`src/rtl/reader_status_map.vh`:
```
// Purpose: Offsets, field positions, reset values and widths of the reader status register group.
// Assumes: Byte-wide registers on the serial register port, addresses as printed.
// Notes: Included by the register group only; the verification side uses literal addresses.
//
// Notes on behaviour
// - Soft framing error, data intact, sets error flag bit 5.
// - Hard framing error sets bit 4; CRC error bit 7; parity error bit 6.
// - Wake timer timeout sets bit 3 only when interrupt on every timeout chosen.
// - Amplitude differing from reference by more than delta sets bit 2.
// - Phase above reference by more than delta sets bit 1.
// - Capacitance above reference by more than delta sets bit 0.
// - Read-only status registers clear at power-up and on set-default command.
// - Reading the main interrupt register clears the whole error flag register.
// - Seven-bit count of unread FIFO bytes, 0 up to 96.
// - Underflow flag on reading beyond content; overflow flag on FIFO overflow.
// - Incomplete last byte sets its flag and three-bit valid bit count.
// - Valid bits of an incomplete last byte sit in the low positions.
// - Missing parity on last byte sets bit 0 of second FIFO status.
// - Empty FIFO reads count zero and clears incomplete flag and bit count.
// - Reading second FIFO status clears incomplete flag, bit count, missing parity.
// - Collision records full bytes before it in 7:4, bit offset in 3:1.
// - Collision in a message longer than anticollision leaves position unchanged.
// - Bit 0 set for parity bit collision, only on first collision.
// - Upper transmit count holds count bits 12 to 5; at most 8191 bytes.
// - Upper transmit count loads zero at power-up and on set-default.
// - Main interrupt summary bit 0 pends until error flag register is read.
// - Mask register at 0x16 suppresses requests of flags at same positions.
`ifndef READER_STATUS_MAP_VH
`define READER_STATUS_MAP_VH
`define ADDR_ERR_MASK 6'h16
`define ADDR_MAIN_IRQ 6'h17
`define ADDR_ERR_FLAGS 6'h19
`define ADDR_FIFO_FILL 6'h1A
`define ADDR_FIFO_TAIL 6'h1B
`define ADDR_COLLISION 6'h1C
`define ADDR_TX_COUNT_HIGH 6'h1D
`define ERR_CRC_BIT 7
`define ERR_PARITY_BIT 6
`define ERR_SOFT_FRAMING_BIT 5
`define ERR_HARD_FRAMING_BIT 4
`define ERR_WAKE_TIMER_BIT 3
`define ERR_WAKE_AMP_BIT 2
`define ERR_WAKE_PHASE_BIT 1
`define ERR_WAKE_CAP_BIT 0
`define TAIL_UNDERFLOW_BIT 6
`define TAIL_OVERFLOW_BIT 5
`define TAIL_INCOMPLETE_BIT 4
`define TAIL_BIT_COUNT_MSB 3
`define TAIL_BIT_COUNT_LSB 1
`define TAIL_MISSING_PARITY_BIT 0
`define COL_BYTE_MSB 7
`define COL_BYTE_LSB 4
`define COL_BIT_MSB 3
`define COL_BIT_LSB 1
`define COL_PARITY_BIT 0
`define MAIN_ERR_SUMMARY_BIT 0
`define FIFO_DEPTH_BYTES 96
`define REG_RESET_VALUE 8'h00
`endif

```
`src/rtl/partial_byte_packer.v`:
```
// Purpose: Moves the valid bits of a received byte into the low positions before FIFO write.
// Assumes: Bits are shifted in from the top, so n received bits occupy the upper n positions.
// Notes: A bit count of zero means the byte is complete and passes unchanged.
`timescale 1ns/100ps
module partial_byte_packer #(
  parameter WIDTH = 8
) (
  input wire clk_i,
  input wire rst_b_i,
  input wire byte_valid_i,
  input wire [WIDTH-1:0] byte_i,
  input wire [2:0] bit_count_i,
  output reg byte_valid_o,
  output reg [WIDTH-1:0] byte_o
);

  wire [3:0] shift_w;

  assign shift_w = (bit_count_i == 3'h0) ? 4'h0 : (4'h8 - {1'b0, bit_count_i});

  always @(posedge clk_i or negedge rst_b_i) begin
    if (!rst_b_i) begin
      byte_valid_o <= 1'b0;
      byte_o <= {WIDTH{1'b0}};
    end else begin
      byte_valid_o <= byte_valid_i;
      if (byte_valid_i) begin
        byte_o <= byte_i >> shift_w;
      end
    end
  end

endmodule // partial_byte_packer

```
`src/rtl/reader_status_register_group.v`:
```
// Purpose: Error and wake-up flags, FIFO status, collision position and upper transmit count.
// Assumes: Register reads and writes arrive as one-cycle strobes from the serial host port.
// Notes: Read data is registered and appears one cycle after the read strobe.
`timescale 1ns/100ps
`include "reader_status_map.vh"
module reader_status_register_group #(
  parameter MEAS_WIDTH = 8,
  parameter COUNT_WIDTH = 7
) (
  input wire clk_i,
  input wire rst_b_i,
  // Register port.
  input wire [5:0] reg_addr_i,
  input wire reg_rd_i,
  input wire reg_wr_i,
  input wire [7:0] reg_wdata_i,
  output reg [7:0] reg_rdata_o,
  // Command decoder.
  input wire set_default_i,
  // CRC, parity and framing error events, one-cycle pulses.
  input wire crc_err_i,
  input wire parity_err_i,
  input wire soft_framing_err_i,
  input wire hard_framing_err_i,
  // Wake-up timer and measurements.
  input wire wake_timeout_i,
  input wire wake_irq_every_timeout_i,
  input wire amp_meas_valid_i,
  input wire [MEAS_WIDTH-1:0] amp_meas_i,
  input wire [MEAS_WIDTH-1:0] amp_ref_i,
  input wire [MEAS_WIDTH-1:0] amp_delta_i,
  input wire phase_meas_valid_i,
  input wire [MEAS_WIDTH-1:0] phase_meas_i,
  input wire [MEAS_WIDTH-1:0] phase_ref_i,
  input wire [MEAS_WIDTH-1:0] phase_delta_i,
  input wire cap_meas_valid_i,
  input wire [MEAS_WIDTH-1:0] cap_meas_i,
  input wire [MEAS_WIDTH-1:0] cap_ref_i,
  input wire [MEAS_WIDTH-1:0] cap_delta_i,
  // FIFO side.
  input wire [COUNT_WIDTH-1:0] fifo_count_i,
  input wire fifo_underflow_i,
  input wire fifo_overflow_i,
  input wire rx_last_byte_i,
  input wire [7:0] rx_byte_i,
  input wire [2:0] rx_last_bits_i,
  input wire rx_last_no_parity_i,
  // Collision reporting.
  input wire rx_start_i,
  input wire collision_i,
  input wire [3:0] collision_byte_i,
  input wire [2:0] collision_bit_i,
  input wire collision_in_parity_i,
  input wire collision_long_msg_i,
  // Outputs to the rest of the device.
  output reg err_summary_o,
  output reg err_irq_o,
  output reg [7:0] tx_count_high_o,
  output wire rx_fifo_wr_o,
  output wire [7:0] rx_fifo_byte_o
);

  reg [7:0] err_flags_q;
  reg [7:0] err_flags_d;
  reg [7:0] err_mask_q;
  reg [COUNT_WIDTH-1:0] fill_count_q;
  reg underflow_q;
  reg overflow_q;
  reg incomplete_q;
  reg [2:0] last_bits_q;
  reg missing_parity_q;
  reg [7:0] collision_q;
  reg first_col_seen_q;
  reg summary_d;
  reg [7:0] rdata_d;
  reg [7:0] err_events;

  wire rd_main;
  wire rd_err;
  wire rd_tail;
  wire fifo_empty;
  wire [7:0] err_pending;

  // Absolute difference of two measurement words.
  function [MEAS_WIDTH-1:0] abs_diff;
    input [MEAS_WIDTH-1:0] a;
    input [MEAS_WIDTH-1:0] b;
    begin
      abs_diff = (a > b) ? (a - b) : (b - a);
    end
  endfunction

  // True when the measurement lies above the reference by more than delta.
  function above_by;
    input [MEAS_WIDTH-1:0] meas;
    input [MEAS_WIDTH-1:0] ref_val;
    input [MEAS_WIDTH-1:0] delta;
    begin
      above_by = (meas > ref_val) && ((meas - ref_val) > delta);
    end
  endfunction

  assign rd_main = reg_rd_i && (reg_addr_i == `ADDR_MAIN_IRQ);
  assign rd_err = reg_rd_i && (reg_addr_i == `ADDR_ERR_FLAGS);
  assign rd_tail = reg_rd_i && (reg_addr_i == `ADDR_FIFO_TAIL);
  assign fifo_empty = (fifo_count_i == {COUNT_WIDTH{1'b0}});
  assign err_pending = err_flags_d & ~err_mask_q;

  // Events that set the error and wake-up flags this cycle.
  always @* begin
    err_events = 8'h00;
    err_events[`ERR_CRC_BIT] = crc_err_i;
    err_events[`ERR_PARITY_BIT] = parity_err_i;
    err_events[`ERR_SOFT_FRAMING_BIT] = soft_framing_err_i;
    err_events[`ERR_HARD_FRAMING_BIT] = hard_framing_err_i;
    err_events[`ERR_WAKE_TIMER_BIT] = wake_timeout_i && wake_irq_every_timeout_i;
    err_events[`ERR_WAKE_AMP_BIT] = amp_meas_valid_i &&
      (abs_diff(amp_meas_i, amp_ref_i) > amp_delta_i);
    err_events[`ERR_WAKE_PHASE_BIT] = phase_meas_valid_i &&
      above_by(phase_meas_i, phase_ref_i, phase_delta_i);
    err_events[`ERR_WAKE_CAP_BIT] = cap_meas_valid_i &&
      above_by(cap_meas_i, cap_ref_i, cap_delta_i);
  end

  // Flags hold until the main interrupt read; a new event in that cycle survives.
  always @* begin
    err_flags_d = err_flags_q;
    if (rd_main) begin
      err_flags_d = 8'h00;
    end
    err_flags_d = err_flags_d | err_events;
  end

  // Summary is set by an unmasked event and pends until cleared by reading the flags.
  always @* begin
    summary_d = err_summary_o;
    if (rd_err) begin
      summary_d = 1'b0;
    end
    if (|(err_events & ~err_mask_q)) begin
      summary_d = 1'b1;
    end
  end

  always @(posedge clk_i or negedge rst_b_i) begin
    if (!rst_b_i) begin
      err_flags_q <= `REG_RESET_VALUE;
      err_mask_q <= `REG_RESET_VALUE;
      err_summary_o <= 1'b0;
      err_irq_o <= 1'b0;
    end else if (set_default_i) begin
      err_flags_q <= `REG_RESET_VALUE;
      err_mask_q <= `REG_RESET_VALUE;
      err_summary_o <= 1'b0;
      err_irq_o <= 1'b0;
    end else begin
      err_flags_q <= err_flags_d;
      if (reg_wr_i && (reg_addr_i == `ADDR_ERR_MASK)) begin
        err_mask_q <= reg_wdata_i;
      end
      err_summary_o <= summary_d;
      err_irq_o <= |err_pending;
    end
  end

  // FIFO fill count and tail status.
  always @(posedge clk_i or negedge rst_b_i) begin
    if (!rst_b_i) begin
      fill_count_q <= {COUNT_WIDTH{1'b0}};
      underflow_q <= 1'b0;
      overflow_q <= 1'b0;
      incomplete_q <= 1'b0;
      last_bits_q <= 3'h0;
      missing_parity_q <= 1'b0;
    end else if (set_default_i) begin
      fill_count_q <= {COUNT_WIDTH{1'b0}};
      underflow_q <= 1'b0;
      overflow_q <= 1'b0;
      incomplete_q <= 1'b0;
      last_bits_q <= 3'h0;
      missing_parity_q <= 1'b0;
    end else begin
      fill_count_q <= fifo_count_i;
      if (fifo_underflow_i) begin
        underflow_q <= 1'b1;
      end
      if (fifo_overflow_i) begin
        overflow_q <= 1'b1;
      end
      if (rx_last_byte_i) begin
        incomplete_q <= (rx_last_bits_i != 3'h0);
        last_bits_q <= rx_last_bits_i;
        missing_parity_q <= rx_last_no_parity_i;
      end else if (rd_tail) begin
        incomplete_q <= 1'b0;
        last_bits_q <= 3'h0;
        missing_parity_q <= 1'b0;
      end else if (fifo_empty) begin
        incomplete_q <= 1'b0;
        last_bits_q <= 3'h0;
      end
    end
  end

  // Collision position, recorded once per frame for short anticollision messages.
  always @(posedge clk_i or negedge rst_b_i) begin
    if (!rst_b_i) begin
      collision_q <= `REG_RESET_VALUE;
      first_col_seen_q <= 1'b0;
    end else if (set_default_i) begin
      collision_q <= `REG_RESET_VALUE;
      first_col_seen_q <= 1'b0;
    end else if (rx_start_i) begin
      first_col_seen_q <= 1'b0;
    end else if (collision_i && !collision_long_msg_i) begin
      first_col_seen_q <= 1'b1;
      if (!first_col_seen_q) begin
        collision_q[`COL_BYTE_MSB:`COL_BYTE_LSB] <= collision_byte_i;
        collision_q[`COL_BIT_MSB:`COL_BIT_LSB] <= collision_bit_i;
        collision_q[`COL_PARITY_BIT] <= collision_in_parity_i;
      end
    end
  end

  // Upper transmit count, bits 12 down to 5 of the byte count.
  always @(posedge clk_i or negedge rst_b_i) begin
    if (!rst_b_i) begin
      tx_count_high_o <= `REG_RESET_VALUE;
    end else if (set_default_i) begin
      tx_count_high_o <= `REG_RESET_VALUE;
    end else if (reg_wr_i && (reg_addr_i == `ADDR_TX_COUNT_HIGH)) begin
      tx_count_high_o <= reg_wdata_i;
    end
  end

  // Read data decode; unmapped addresses read zero.
  always @* begin
    rdata_d = 8'h00;
    if (reg_addr_i == `ADDR_ERR_MASK) begin
      rdata_d = err_mask_q;
    end else if (reg_addr_i == `ADDR_ERR_FLAGS) begin
      rdata_d = err_flags_q;
    end else if (reg_addr_i == `ADDR_FIFO_FILL) begin
      rdata_d = {1'b0, fill_count_q};
      if (fill_count_q == {COUNT_WIDTH{1'b0}}) begin
        rdata_d = 8'h00;
      end
    end else if (reg_addr_i == `ADDR_FIFO_TAIL) begin
      rdata_d[`TAIL_UNDERFLOW_BIT] = underflow_q;
      rdata_d[`TAIL_OVERFLOW_BIT] = overflow_q;
      rdata_d[`TAIL_INCOMPLETE_BIT] = incomplete_q;
      rdata_d[`TAIL_BIT_COUNT_MSB:`TAIL_BIT_COUNT_LSB] = last_bits_q;
      rdata_d[`TAIL_MISSING_PARITY_BIT] = missing_parity_q;
    end else if (reg_addr_i == `ADDR_COLLISION) begin
      rdata_d = collision_q;
    end else if (reg_addr_i == `ADDR_TX_COUNT_HIGH) begin
      rdata_d = tx_count_high_o;
    end
  end

  always @(posedge clk_i or negedge rst_b_i) begin
    if (!rst_b_i) begin
      reg_rdata_o <= 8'h00;
    end else if (reg_rd_i) begin
      reg_rdata_o <= rdata_d;
    end
  end

  partial_byte_packer #(
    .WIDTH(8)
  ) u_packer (
    .clk_i(clk_i),
    .rst_b_i(rst_b_i),
    .byte_valid_i(rx_last_byte_i),
    .byte_i(rx_byte_i),
    .bit_count_i(rx_last_bits_i),
    .byte_valid_o(rx_fifo_wr_o),
    .byte_o(rx_fifo_byte_o)
  );

endmodule // reader_status_register_group

```
`config.mk`:
```
export PLATFORM = sky130hd
export DESIGN_NAME = reader_status_register_group
export DESIGN_NICKNAME = d
export VERILOG_FILES = /design/src/rtl/partial_byte_packer.v /design/src/rtl/reader_status_register_group.v
export VERILOG_INCLUDE_DIRS = /design/src /design/src/rtl
export SDC_FILE = /design/constraint.sdc
export NUM_CORES = 1
export LEC_CHECK = 0
export ABC_AREA = 1
export BUFFER_PORTS_ARGS = -buffer_cell sky130_fd_sc_hd__buf_4
export CAP_MARGIN = 25
export CORE_MARGIN = 1
export CORE_UTILIZATION = 45
export DETAILED_ROUTE_END_ITERATION = 10
export GPL_TIMING_DRIVEN = 1
export HOLD_SLACK_MARGIN = 0.05
export PLACE_DENSITY = 0.71
export SYNTH_ARGS = -nofsm -noshare
export SYNTH_HDL_FRONTEND = slang
export SYNTH_SLANG_ARGS = --single-unit
```
`constraint.sdc`:
```
create_clock -name clk_i -period 1.3 [get_ports clk_i]
set_input_delay 0.26 -clock clk_i [delete_from_list [all_inputs] [get_ports clk_i]]
set_output_delay 0.26 -clock clk_i [all_outputs]
set_load 0.1 [all_outputs]
```
Word-level counts from Yosys, hierarchy flattened
Index checks and enable logic that the tools add are counted.
{"block": "word_totals", "register_bits": 66, "input_bits": 133, "out_inout_bits": 27, "wordCells": 113}
{"block": "classes", "n_addsub": 5, "order_cmp": 6, "eq_ne": 9, "shifts": 1, "n_mux": 43, "bitwise_logic": 4, "reduce_logical": 29}
{"op": "$mux W8", "count": 16}
{"op": "$gt A8 B8 Y1", "count": 6}
{"op": "$eq A6 B5 Y1 const B", "count": 7}
{"op": "$sub A8 B8 Y8", "count": 4}
{"op": "$mux W7", "count": 3}
{"op": "$mux W1", "count": 19}
{"op": "$and A8 B8 Y8", "count": 2}
{"op": "$reduce_or A8 Y1", "count": 2}
{"op": "$logic_not A7 Y1", "count": 2}
{"op": "$logic_and A1 B1 Y1", "count": 12}
{"op": "$mux W3", "count": 4}
{"op": "$reduce_bool A3 Y1", "count": 4}
{"op": "$reduce_bool A2 Y1", "count": 5}
{"op": "$not A8 Y8", "count": 1}
{"op": "$or A8 B8 Y8", "count": 1}
{"op": "$shr A8 B4 Y8", "count": 1}
{"op": "$mux W4", "count": 1}
{"op": "$ne A2 B2 Y1 const B", "count": 2}
{"op": "$reduce_bool A4 Y1", "count": 1}
{"op": "$sub A4 B3 Y4 const A", "count": 1}
{"op": "$logic_not A3 Y1", "count": 1}
{"op": "$reduce_and A3 Y1", "count": 1}
{"op": "$logic_not A1 Y1", "count": 1}

Longest topological paths before layout
Gate-level depths: netlist of the first run.
{"block": "depth", "depth_word": 8, "ltp_mapped": 25, "depth_no_buf": 25}

Cells and area by module
A second synthesis of the first run with hierarchy kept.
{"block": "unflattened", "cells_unflattened": 803, "area_unflattened_um2": 5532.8}
{"module": "reader_status_register_group", "instances": 1, "cells_per_inst": 707, "area_each_um2": 4916.0, "seq_area_each_um2": 1426.4}
{"module": "partial_byte_packer", "instances": 1, "cells_per_inst": 96, "area_each_um2": 616.8, "seq_area_each_um2": 225.2}

Least setup slack after synthesis of the first run
OpenSTA, ideal clock, no wires.
{"block": "synth_timing", "kind": "input to register", "startpoint": "input port amp_meas_i[0]", "endpoint": "register err_irq_o", "setup_ns": 0.132, "arrival_time_ns": 2.455, "t_required_ns": 1.168, "slack_ns": -1.287, "stages": 25, "path_buffers": 0, "cell_sequence": "inv_1 ha_1 inv_1 fa_1 inv_1 o21ai_1 a21oi_1 o21ai_1 nand2_2 inv_2 nand2_1 nand2_1 ha_1 inv_1 nor2_1 nor2_1 o21ai_0 nand2_1 nand2_1 nand2_1 nand2_1 nand2_1 nand2_1 nor2_1 nor2_1"}
{"block": "synth_via", "elab_chain_cells": 8, "word_cells_on_any_way": 10, "cone_classes": "add/sub: 2; order compare: 2; mux: 2; bitwise: 2; reduce/logical: 2"}
{"element": "start, declared", "line": "reader_status_register_group.v:29", "rtl": "input wire [MEAS_WIDTH-1:0] amp_meas_i,"}
{"element": "$sub A8 B8 Y8 / $gt A8 B8 Y1 (equally long branches)", "line": "reader_status_register_group.v:89", "rtl": "abs_diff = (a > b) ? (a - b) : (b - a);"}
{"element": "$mux W8 (*)", "line": "reader_status_register_group.v:89"}
{"element": "$gt A8 B8 Y1 (*)", "line": "reader_status_register_group.v:118", "rtl": "(abs_diff(amp_meas_i, amp_ref_i) > amp_delta_i);"}
{"element": "$logic_and A1 B1 Y1 (*)", "line": "reader_status_register_group.v:117", "rtl": "err_events[`ERR_WAKE_AMP_BIT] = amp_meas_valid_i &&"}
{"element": "$or A8 B8 Y8 (*)", "line": "reader_status_register_group.v:131", "rtl": "err_flags_d = err_flags_d | err_events;"}
{"element": "$and A8 B8 Y8 (*)", "line": "reader_status_register_group.v:107", "rtl": "assign err_pending = err_flags_d & ~err_mask_q;"}
{"element": "$reduce_or A8 Y1 (*)", "line": "reader_status_register_group.v:162", "rtl": "err_irq_o <= |err_pending;"}
{"element": "$mux W1 (*)", "line": "reader_status_register_group.v:151", "rtl": "end else if (set_default_i) begin"}
{"element": "end signal, assigned", "line": "reader_status_register_group.v:162"}
{"element": "end, declared", "line": "reader_status_register_group.v:57", "rtl": "output reg err_irq_o,"}
Mark *: on every way between the ends. The rest lies on a longest branch, timed or not.
A chain may end at the register's enable or synchronous reset.

Worst setup path after layout of the first run
Same ends and word-level chain as after synthesis.

==> run summary, run 1 <==
CTS Sinks - 66
# setup viols final - 5
CP peak stage delay - 0.34 ns
first-pass GRT wire length - 26.8 mm
clock skew - 0.00561 ns
Slew @ Worst Pin - 0.327 ns
final net count - 1,221
Leak - 0.00453 uW
Worst-path clk slew - 0.06 ns
initial core utilization - 0.469
Rel. slew slack - 0.782
fillers - 922
CP Capture Type - register
Avg Synthesized Cell Area - 7.19 um2
row count - 39
Hold/Removal Path Class - input pin to register
Routed WL - 15.8 mm
fraction of layout cells with a size suffix above 1 - 0.391
CTS tree - built
Hold Vio Cnt, Final - 0
yosys warns - 0
1st-iter DRT viols - 360
All-Layer GR Usage - 0.260
ANT nets after route - 0
max_cap viols - 0
Buffers on Ports - 159
Seq/Total Area, Yosys - 0.303
Max Clock Freq - 408 MHz
Synth Net Count - 951
initial antenna violation count - 0
Power Density - 950 nW/um2
Storage cell area - 1660 um2
Post-synth EDFFs - 0
post-detail-place hpwl - 12.8 mm
CP Depth - 26
Critical R2R Launch - tx_count_high_o[3]
Die W - 112 um
R2R Setup Slk - 0.07 ns
Post-synth ARST share - 1.00
FF+latch count, synth - 66
vias - 5,890
cell family with most CP delay - simple AND/OR/NAND/NOR gates
crit-path max FO - 6
VDD IR max - 0.621 mV
crit path launch - amp_meas_i[0]
Crit-path slowest cell - fa_2
Final Util - 0.728
Vias/cell - 5.01
Die Y - 112 um
# H-tree levels - 3
Syn Inst Count - 757
TritonCTS Buffers - 9
Main synth FF type - dfrtp_1
Setup Crit Path Kind - input pin to register
worst slack, placed - -1.55 ns
clk root buf - clkbuf_16
number of I/O pins - 160
RD Place Congestion - 0.863
clk_lat worst skew - 0.33 ns
failing checks - design-rule violations, negative setup slack
Worst Slack Setup Final - -1.15 ns
Final period util - 1.89
Layout area overhead - 55.3%
Arr. time, crit path - 2.71 ns
Core Box Area - 11,600 um2
ANT cells - 0
Netlist cell types - 42
cell mode on critical path - nand2_1
outcome - finished, violations left
RSZ-0062 raised after global routing - yes
largest net degree at the start of global routing - 29
Slew Viols, Final - 0
global route overflow - 0
area of the multi-input gates - 3570 um2
critical path capture point - err_irq_o
Mapped Area - 5440 um2
Critical Path Start Type - input pin
Remaining DRCs - 7
crit path time final - 2.45 ns
worst r2r path cells - 6
CP bufs+invs - 6
via count of the first global-routing pass - 6,033
die area - 12,500 um2
FF-to-FF End - reg_rdata_o[3]
first-pass iteration count of the detailed router - 8
WP data required - 1.56 ns
clk buf depth - 2
wire per inst - 13.4 um
==> registers in the layout, indices dropped and copies added (netlist names), 3 cells and up <==
register	flops
collision_q	8
err_flags_q	8
err_mask_q	8
fill_count_q	7
last_bits_q	3
reg_rdata_o	8
tx_count_high_o	8
u_packer.byte_o	8
==> worst min path at each step <==
stage                    from               endpoint  slack, ns  depth (start not counted)
5_1_grt        rx_last_byte_i  u_packer.byte_valid_o       0.08                          1
3_5_place_dp          rst_b_i       first_col_seen_q       0.18                          1
4_1_cts        rx_last_byte_i  u_packer.byte_valid_o       0.08                          1
2_1_floorplan         rst_b_i         collision_q[0]      -0.04                          0
6_report       rx_last_byte_i  u_packer.byte_valid_o       0.08                          1
3_3_place_gp          rst_b_i       first_col_seen_q       0.18                          1
==> cell families (layout without fill, tap and decap cells) <==
kind of cell | Yosys count | in the layout | share of synthesized area
adder cells (fa/ha/maj) | 61 | 61 | 0.146
AO/OA/AOI/OAI | 150 | 150 | 0.159
multiplexers | 3 | 3 | 0.00552
XOR/XNOR | 23 | 23 | 0.0370
flip-flops | 66 | 66 | 0.303
buffers and inverters | 161 | 435 | 0.117
AND/OR/NAND/NOR | 293 | 294 | 0.232
==> synth_stat cells, types with 4 or more instances <==
master    number  area share
nand2_1      162        0.11
inv_1        139       0.096
dfrtp_1       66        0.30
ha_1          57        0.13
nor2_1        57       0.039
a21oi_1       48       0.044
o21ai_0       45       0.041
nand3_1       43       0.040
xor2_1        15       0.024
nand4_1       14       0.016
o21ai_1       13       0.012
o211ai_1       9       0.012
o21ai_2        8       0.013
xnor2_1        8       0.013
a21o_1         6      0.0083
buf_2          6      0.0055
inv_2          6      0.0041
o22ai_1        6      0.0069
a31oi_1        4      0.0046
clkbuf_1       4      0.0028
fa_1           4       0.015
nand2_2        4      0.0046
==> worst register-to-register path, stage by stage, from the launching register on <==
cell and delay, ns:
dfrtp_2 0.42, nand3_1 0.10, o21ai_0 0.09, a21oi_1 0.17
nand4_1 0.11, o211ai_1 0.14, nand2_1 0.08
==> layout by cell type (no fill, tap or decap), types with 4 or more instances in the layout <==
cell type	count
inv_1	126
a21o_1	6
o21ai_1	23
buf_4	258
nor2_4	4
ha_4	14
fa_2	4
a21oi_2	9
buf_12	4
inv_2	12
nand3_1	40
clkinvlp_4	4
nor2_2	10
dfrtp_1	58
buf_6	7
dfrtp_2	8
nand2_1	152
clkbuf_16	9
a21oi_4	4
a21oi_1	36
o21ai_2	17
ha_1	43
o21ai_0	26
nor2_1	47
o22ai_1	6
nand4_1	14
xor2_1	15
o211ai_1	9
xnor2_1	8
nand2_2	13
==> area by class of cell <==
class | count | share of cell area
well taps | 143 | 0.0212
clock buffers | 9 | 0.0266
inverters | 147 | 0.0709
multi-input cells | 531 | 0.423
repair buffers | 272 | 0.253
clock inverters | 7 | 0.00918
flip-flops and latches | 66 | 0.197
==> report_power, final <==
part	switching, uW	leakage, uW	total (uW)	internal (uW)
registers	99.6	0.000855	2300	2200
logic	1870	0.00354	3310	1430
clock network	923	0.000135	2420	1500
==> per-stage QoR <==
step	TNS, ns	area (um2)	cells	power (uW)	hold slack [ns]
2_1_floorplan	-5.12	5670	757	4210	-0.0356
5_1_grt	-5.87	8450	1175	8490	0.0838
4_1_cts	-5.04	8140	1170	7880	0.0793
6_report	-4.97	8450	1175	8030	0.0842
3_3_place_gp	-12.29	7750	1149	5300	0.179
3_5_place_dp	-13.53	7750	1149	5390	0.182
==> metal layers <==
metal,up-vias,wire [um],share of wire,track usage
li1,2993,-,-,-
met1,2695,6690,0.42,0.324
met2,175,8020,0.51,0.471
met3,27,782,0.050,0.0338
met4,0,255,0.016,0.0711
met5,-,0,0,0
==> repair_timing <==
item | in CTS | in global routing
pin swaps | 18 | 32
buffers inserted | 3 | 5
setup endpoints to repair | 6 | 23
gates cloned | 1 | 0
hold buffers | 1 | 0
endpoints found under the hold margin | 21 | 0
resized for setup | 18 | 68
Note: power is estimated with default switching activity, not from simulation.
==> inputs of run 2 (changes only) <==
ABC_AREA = unset   (was 1)
ABC_CLOCK_PERIOD_IN_PS = 1300   (was unset)
==> run summary, run 2 <==
outcome - finished, violations left
failing checks - negative setup slack
cell family with most CP delay - compound AO/OA/AOI/OAI gates
R2R Setup Slk - -0.09 ns (-0.16 ns)
crit path time final - 2.81 ns (+0.354 ns)
Crit-path slowest cell - fa_2
Slew Viols, Final - 0 (unchanged)
FF+latch count, synth - 66 (unchanged)
Hold/Removal Path Class - input pin to register
CTS Sinks - 66 (unchanged)
Slew @ Worst Pin - 0.427 ns (+0.100 ns)
# setup viols final - 11 (+6)
ANT nets after route - 0 (unchanged)
post-detail-place hpwl - 12.8 mm (about the same)
Worst Slack Setup Final - -1.51 ns (-0.354 ns)
Arr. time, crit path - 3.06 ns (+0.35 ns)
initial antenna violation count - 0 (unchanged)
Syn Inst Count - 617 (-18%)
Main synth FF type - dfrtp_1
Mapped Area - 5250 um2 (-3.6%)
die area - 12,100 um2 (-3.6%)
clk buf depth - 2 (unchanged)
Power Density - 921 nW/um2 (-3.1%)
CTS tree - built
Post-synth EDFFs - 0 (unchanged)
Synth area leader - dfrtp_1
largest net degree at the start of global routing - 34 (+17%)
WP data required - 1.56 ns (about the same)
RD Place Congestion - 0.899 (+4.1%)
VDD IR max - 0.847 mV (+36%)
Worst-path clk slew - 0.06 ns (about the same)
clock skew - 0.00796 ns (+0.00234 ns)
crit-path max FO - 3 (-3)
Hold Vio Cnt, Final - 0 (unchanged)
critical path cell sequence - buf_6 > inv_4 > ha_4 > inv_2 > fa_2 > nand3_2 > a21oi_2 > o21ai_4 > buf_6 > mux2i_1 > a21oi_2 > xnor2_1 > ha_1 > nand2_1 > o21ai_2 > nor2b_1 > a211o_1 > a2bb2oi_2 > a31oi_1
Die Y - 110 um (-1.8%)
vias - 5,858 (-0.54%)
most frequent cell after synthesis - inv_1
first-pass GRT wire length - 25.7 mm (-4.0%)
Netlist cell types - 62 (+48%)
All-Layer GR Usage - 0.279 (+0.0192)
worst r2r path cells - 5 (-1)
max_cap viols - 0 (unchanged)
final net count - 1,096 (-10%)
number of I/O pins - 160 (unchanged)
Synth Net Count - 811 (-15%)
clk root buf - clkbuf_16
Critical R2R Launch - err_mask_q[6]
WHS Path Cells - 2 (+1)
Final period util - 2.16 (+0.273)
Commonest cells post-synth - 82 x inv_1, 66 x dfrtp_1, 65 x nand2_1
Routed WL - 17.9 mm (+14%)
Vias/cell - 5.58 (+11%)
initial core utilization - 0.461 (-0.00733)
Core Box Area - 11,400 um2 (-2.1%)
1st-iter DRT viols - 611 (+70%)
Rel. slew slack - 0.715 (-0.0669)
yosys warns - 0 (unchanged)
clk_lat worst skew - 0.34 ns (about the same)
dominant cells by area after synthesis - dfrtp_1 31%, ha_1 14%, inv_1 5.9%
TritonCTS Buffers - 9 (unchanged)
most common cell after layout, fill and taps aside - buf_4
Avg Synthesized Cell Area - 8.50 um2 (+18%)
RSZ-0062 raised after global routing - yes
fraction of layout cells with a size suffix above 1 - 0.484 (+0.0935)
Post-synth ARST share - 1.00 (unchanged)
fillers - 776 (-16%)
hold path start - rx_start_i
commonest non-fill, non-tap cells in the layout - 265 x buf_4, 71 x inv_1, 60 x nand2_1, 58 x dfrtp_1, 44 x ha_1
Leak - 0.00423 uW (-6.6%)
Seq/Total Area, Yosys - 0.315 (+0.0114)
first-pass iteration count of the detailed router - 5 (-3)
CP peak stage delay - 0.34 ns (about the same)
FF-to-FF End - err_irq_o
Buffers on Ports - 159 (unchanged)
wire per inst - 17.0 um (+27%)
Layout area overhead - 65.8%
# H-tree levels - 3 (unchanged)
Hold Path Sink - first_col_seen_q
CP bufs+invs - 4 (-2)
Remaining DRCs - 0 (-7)
Max Clock Freq - 356 MHz (-13%)
via count of the first global-routing pass - 5,552 (-8.0%)
global route overflow - 0 (unchanged)
CP Capture Type - register
Die W - 110 um (-1.8%)
row count - 39 (unchanged)
Setup Crit Path Kind - input pin to register
Critical Path Start Type - input pin
Yosys top cell area share - 0.315 (+0.0114)
post-placement cell area - 7770 um2 (+0.23%)
ANT cells - 0 (unchanged)
Final Cell Area - 8700 um2 (+2.9%)
worst slack, placed - -1.98 ns (-0.428 ns)
==> run 2: changes by cell type after synthesis, moves of 13 or more <==
cell,change
inv_1,-57
nand3_1,-22
o21ai_0,-14
nor2_1,-26
nor2b_1,+18
nand2_1,-97
o21ai_1,-13
==> run 2: metrics by stage <==
step | setup TNS [ns] | utilization | hold slack, ns | cells | power, uW
after floorplan | -9.21 | - | -0.0356 | 617 | 4040
after global placement | -17.52 | 0.683 | 0.210 | 1009 | 5120
after detailed placement | -18.68 | 0.683 | 0.210 | 1009 | 5190
after CTS | -6.92 | 0.739 | 0.0878 | 1040 | 7800
after global routing | -8.69 | 0.765 | 0.0965 | 1050 | 8380
final | -7.65 | 0.765 | 0.0881 | 1050 | 8010
==> run 2: cell families (layout without fill, tap and decap cells) <==
group	count (synthesis)	count (layout)	share of synthesized area
and+or+nand+nor	189	189	0.186
AOI/OAI and AO/OA	163	163	0.203
buffers and inverters	104	394	0.0782
DFF	66	66	0.315
adders and majority gates	61	61	0.151
muxes	18	18	0.0401
xor gates and xnor gates	16	16	0.0267
==> run 2: worst reg2reg max path, delay by kind of cell (launching register included) <==
kind / cells / cell delay (ns)
compound gates: 4 / 0.87
buf+inv: 1 / 0.06
flops: 1 / 0.34
==> run 2: layout make-up <==
type	instances	area, um2	area share
Timing Repair Buffer	296	2400	0.276
Clock buffer	12	236	0.0272
Multi-Input combinational cell	447	3800	0.437
Clock inverter	4	52.6	0.00604
Tap cell	143	179	0.0206
Inverter	82	360	0.0414
Sequential cell	66	1660	0.191
==> run 2: per-layer routing <==
metal	routed length, um	GRT usage
met3	1140	0.0492
met1	7020	0.340
met5	0	0
met2	9090	0.488
met4	626	0.107
==> run 2: worst max path at each step <==
stage	from	endpoint	slack, ns	cells past startpoint
2_1_floorplan	amp_meas_i[4]	err_summary_o	-1.63	16
3_3_place_gp	amp_meas_i[0]	err_irq_o	-1.90	19
3_5_place_dp	amp_meas_i[0]	err_irq_o	-1.98	19
4_1_cts	amp_meas_i[0]	err_summary_o	-1.51	19
5_1_grt	amp_meas_i[0]	err_irq_o	-1.67	19
6_report	amp_meas_i[0]	err_summary_o	-1.51	19
==> run 2: timing repair <==
action                                  in CTS  in global routing
hold buffers                                 1                  0
gates resized for setup                     59                 47
endpoints found under the hold margin       26                  0
endpoints found under the setup margin      10                 24
pin swaps                                   45                 26
buffers inserted                            14                 11
==> run 2: power breakdown <==
part           switching [uW]  internal (uW)
clock network             885           1490
logic                    1770           1600
registers                93.0           2170
==> inputs of run 3 (changes only) <==
--- a/config.mk
+++ b/config.mk
@@ -10,10 +10,12 @@
 export BUFFER_PORTS_ARGS = -buffer_cell sky130_fd_sc_hd__buf_4
 export CAP_MARGIN = 25
+export CELL_PAD_IN_SITES_DETAIL_PLACEMENT = 0
+export CELL_PAD_IN_SITES_GLOBAL_PLACEMENT = 1
 export CORE_MARGIN = 1
-export CORE_UTILIZATION = 45
+export CORE_UTILIZATION = 38
 export DETAILED_ROUTE_END_ITERATION = 10
 export GPL_TIMING_DRIVEN = 1
 export HOLD_SLACK_MARGIN = 0.05
-export PLACE_DENSITY = 0.71
+export PLACE_DENSITY = 0.81
 export SYNTH_ARGS = -nofsm -noshare
 export SYNTH_HDL_FRONTEND = slang
==> constraint.sdc (replaced) <==
create_clock -name clk_i -period 1.3 [get_ports clk_i]
set_input_delay 0.26 -clock clk_i [delete_from_list [all_inputs] [get_ports clk_i]]
set_output_delay 0.26 -clock clk_i [all_outputs]
set_load 0.005 [all_outputs]
==> run summary, run 3 (synthesis gave the netlist of run 2 again) <==
Worst-path clk slew - 0.05 ns (about the same)
vias - 5,468 (-6.7%)
Critical Path Start Type - input pin
Die Y - 119 um (+8.7%)
max_cap viols - 0 (unchanged)
RD Place Congestion - 0.880 (-2.1%)
number of I/O pins - 160 (unchanged)
initial antenna violation count - 0 (unchanged)
Core Box Area - 13,300 um2 (+17%)
Vias/cell - 5.18 (-7.1%)
CTS tree - built
clk buf depth - 2 (unchanged)
post-detail-place hpwl - 12.5 mm (-2.1%)
outcome - finished, violations left
Storage cell area - 1650 um2 (-0.60%)
Routed WL - 16.0 mm (-10%)
Crit-path slowest cell - fa_2
largest net degree at the start of global routing - 67 (+97%)
clk root buf - clkbuf_16
Worst Slack Setup Final - -1.55 ns (-0.0472 ns)
most common cell after layout, fill and taps aside - buf_4
first-pass GRT wire length - 26.6 mm (+3.3%)
setup_tns - -7.35 ns (+0.304 ns)
fillers - 1,162 (+50%)
CP Capture Type - register
clk_lat worst skew - 0.33 ns (about the same)
commonest non-fill, non-tap cells in the layout - 253 x buf_4, 72 x inv_1, 66 x dfrtp_1, 63 x nand2_1, 47 x ha_1
Slew @ Worst Pin - 0.397 ns (-0.0295 ns)
die area - 14,300 um2 (+18%)
clock skew - 0.00937 ns (+0.00141 ns)
via count of the first global-routing pass - 5,677 (+2.3%)
Die W - 119 um (+8.7%)
ANT nets after route - 0 (unchanged)
Setup Crit Path Kind - input pin to register
Remaining DRCs - 0 (unchanged)
TritonCTS Buffers - 9 (unchanged)
first-pass iteration count of the detailed router - 5 (unchanged)
ANT cells - 0 (unchanged)
Slew Viols, Final - 0 (unchanged)
critical path cell sequence - buf_8 > inv_4 > ha_4 > inv_2 > fa_2 > nand3_4 > a21oi_4 > o21ai_4 > buf_6 > mux2i_2 > o211ai_2 > xor2_1 > ha_1 > nand2_1 > o21ai_2 > nor2_1 > a211o_1 > a2bb2oi_2 > a31oi_1
Final period util - 2.19 (+0.0363)
Hold/Removal Path Class - input pin to register
Leak - 0.00405 uW (-4.2%)
final net count - 1,069 (-2.5%)
RSZ-0062 raised after global routing - yes
CP peak stage delay - 0.36 ns (+0.02 ns)
All-Layer GR Usage - 0.231 (-0.0477)
failing checks - negative setup slack
fraction of layout cells with a size suffix above 1 - 0.444 (-0.0403)
Arr. time, crit path - 3.10 ns (+0.04 ns)
worst slack, placed - -2.01 ns (-0.0333 ns)
# setup viols final - 11 (unchanged)
1st-iter DRT viols - 221 (-64%)
R2R Setup Slk - 0 ns (+0.09 ns)
Layout area overhead - 59.1%
crit-path max FO - 4 (+1)
Max Clock Freq - 351 MHz (-1.7%)
Buffers on Ports - 159 (unchanged)
Final Util - 0.625 (-0.140)
initial core utilization - 0.393 (-0.0684)
crit path time final - 2.85 ns (+0.0472 ns)
Power Density - 892 nW/um2 (-3.1%)
Rel. slew slack - 0.733 (+0.0177)
# H-tree levels - 3 (unchanged)
Non-Filler Instances - 1,055 (+0.48%)
row count - 42 (+7.7%)
VDD IR max - 0.822 mV (-2.9%)
wire per inst - 15.2 um (-11%)
Hold Vio Cnt, Final - 0 (unchanged)
area of the multi-input gates - 3690 um2 (-3.0%)
Placed Instances - 1,030 (+2.1%)
global route overflow - 0 (unchanged)
Tot Pwr - 7440 uW (-7.1%)
WP data required - 1.55 ns (about the same)
CTS Sinks - 66 (unchanged)
run 3: cell count changes in the layout (fill, tap and decap cells not counted), moves of 4 or more:
cell     delta
o21ai_1     -7
buf_6      -13
buf_4      -12
dfrtp_2     -8
dfrtp_1     +8
a21oi_2     -4
o21ai_0     +8
run 3: path summary, 6_finish.rpt:
path,start,to,cells past startpoint
min in group asynchronous,rst_b_i,err_flags_q[7],3
max,amp_meas_i[0],err_summary_o,19
min reg2reg,incomplete_q,incomplete_q,2
max in group asynchronous,rst_b_i,u_packer.byte_o[6],3
max reg2reg,err_mask_q[6],err_summary_o,5
min,rx_start_i,first_col_seen_q,2
run 3: power breakdown:
group	internal (uW)	switching, uW
Sequential	2170	81.2
Clock	1580	885
Combinational	1480	1250
Total	5230	2210
run 3: metrics by stage:
stage	area, um2	hold WS (ns)
after floorplan	5610	-0.0356
after global placement	7670	0.289
after detailed placement	7670	0.294
after CTS	8210	0.0867
after global routing	8350	0.0945
final	8350	0.0908
run 3: worst max-delay path: cells and delay by family:
kind / cells / cell delay (ns)
XOR/XNOR: 1 / 0.16
AO/OA/AOI/OAI: 7 / 1.14
AND/OR/NAND/NOR: 3 / 0.20
buffers and inverters: 4 / 0.33
adder cells (fa/ha/maj): 3 / 0.78
multiplexers: 1 / 0.22
run 3: layout make-up:
class                   instances  area share
clock buffers                  11      0.0303
clock inverters                 4     0.00615
inverters                      82      0.0423
multi-input cells             447       0.442
flip-flops and latches         66       0.198
well taps                     176      0.0264
repair buffers                269       0.255
run 3: per-layer routing:
layer / part of all wire / global-route usage / wire [um] / vias up
met4: 0.018 / 0.0758 / 294 / 0
met1: 0.42 / 0.283 / 6750 / 2593
li1: - / - / - / 2682
met3: 0.050 / 0.0307 / 799 / 21
met2: 0.51 / 0.415 / 8190 / 172
met5: 0 / 0 / 0 / -
run 3: repair_timing:
action	CTS	global route
gates resized for setup	51	24
pin swaps	36	19
endpoints found under the hold margin	66	0
hold buffers	1	0
endpoints found under the setup margin	13	17
cloned	0	0
buffers inserted	5	4
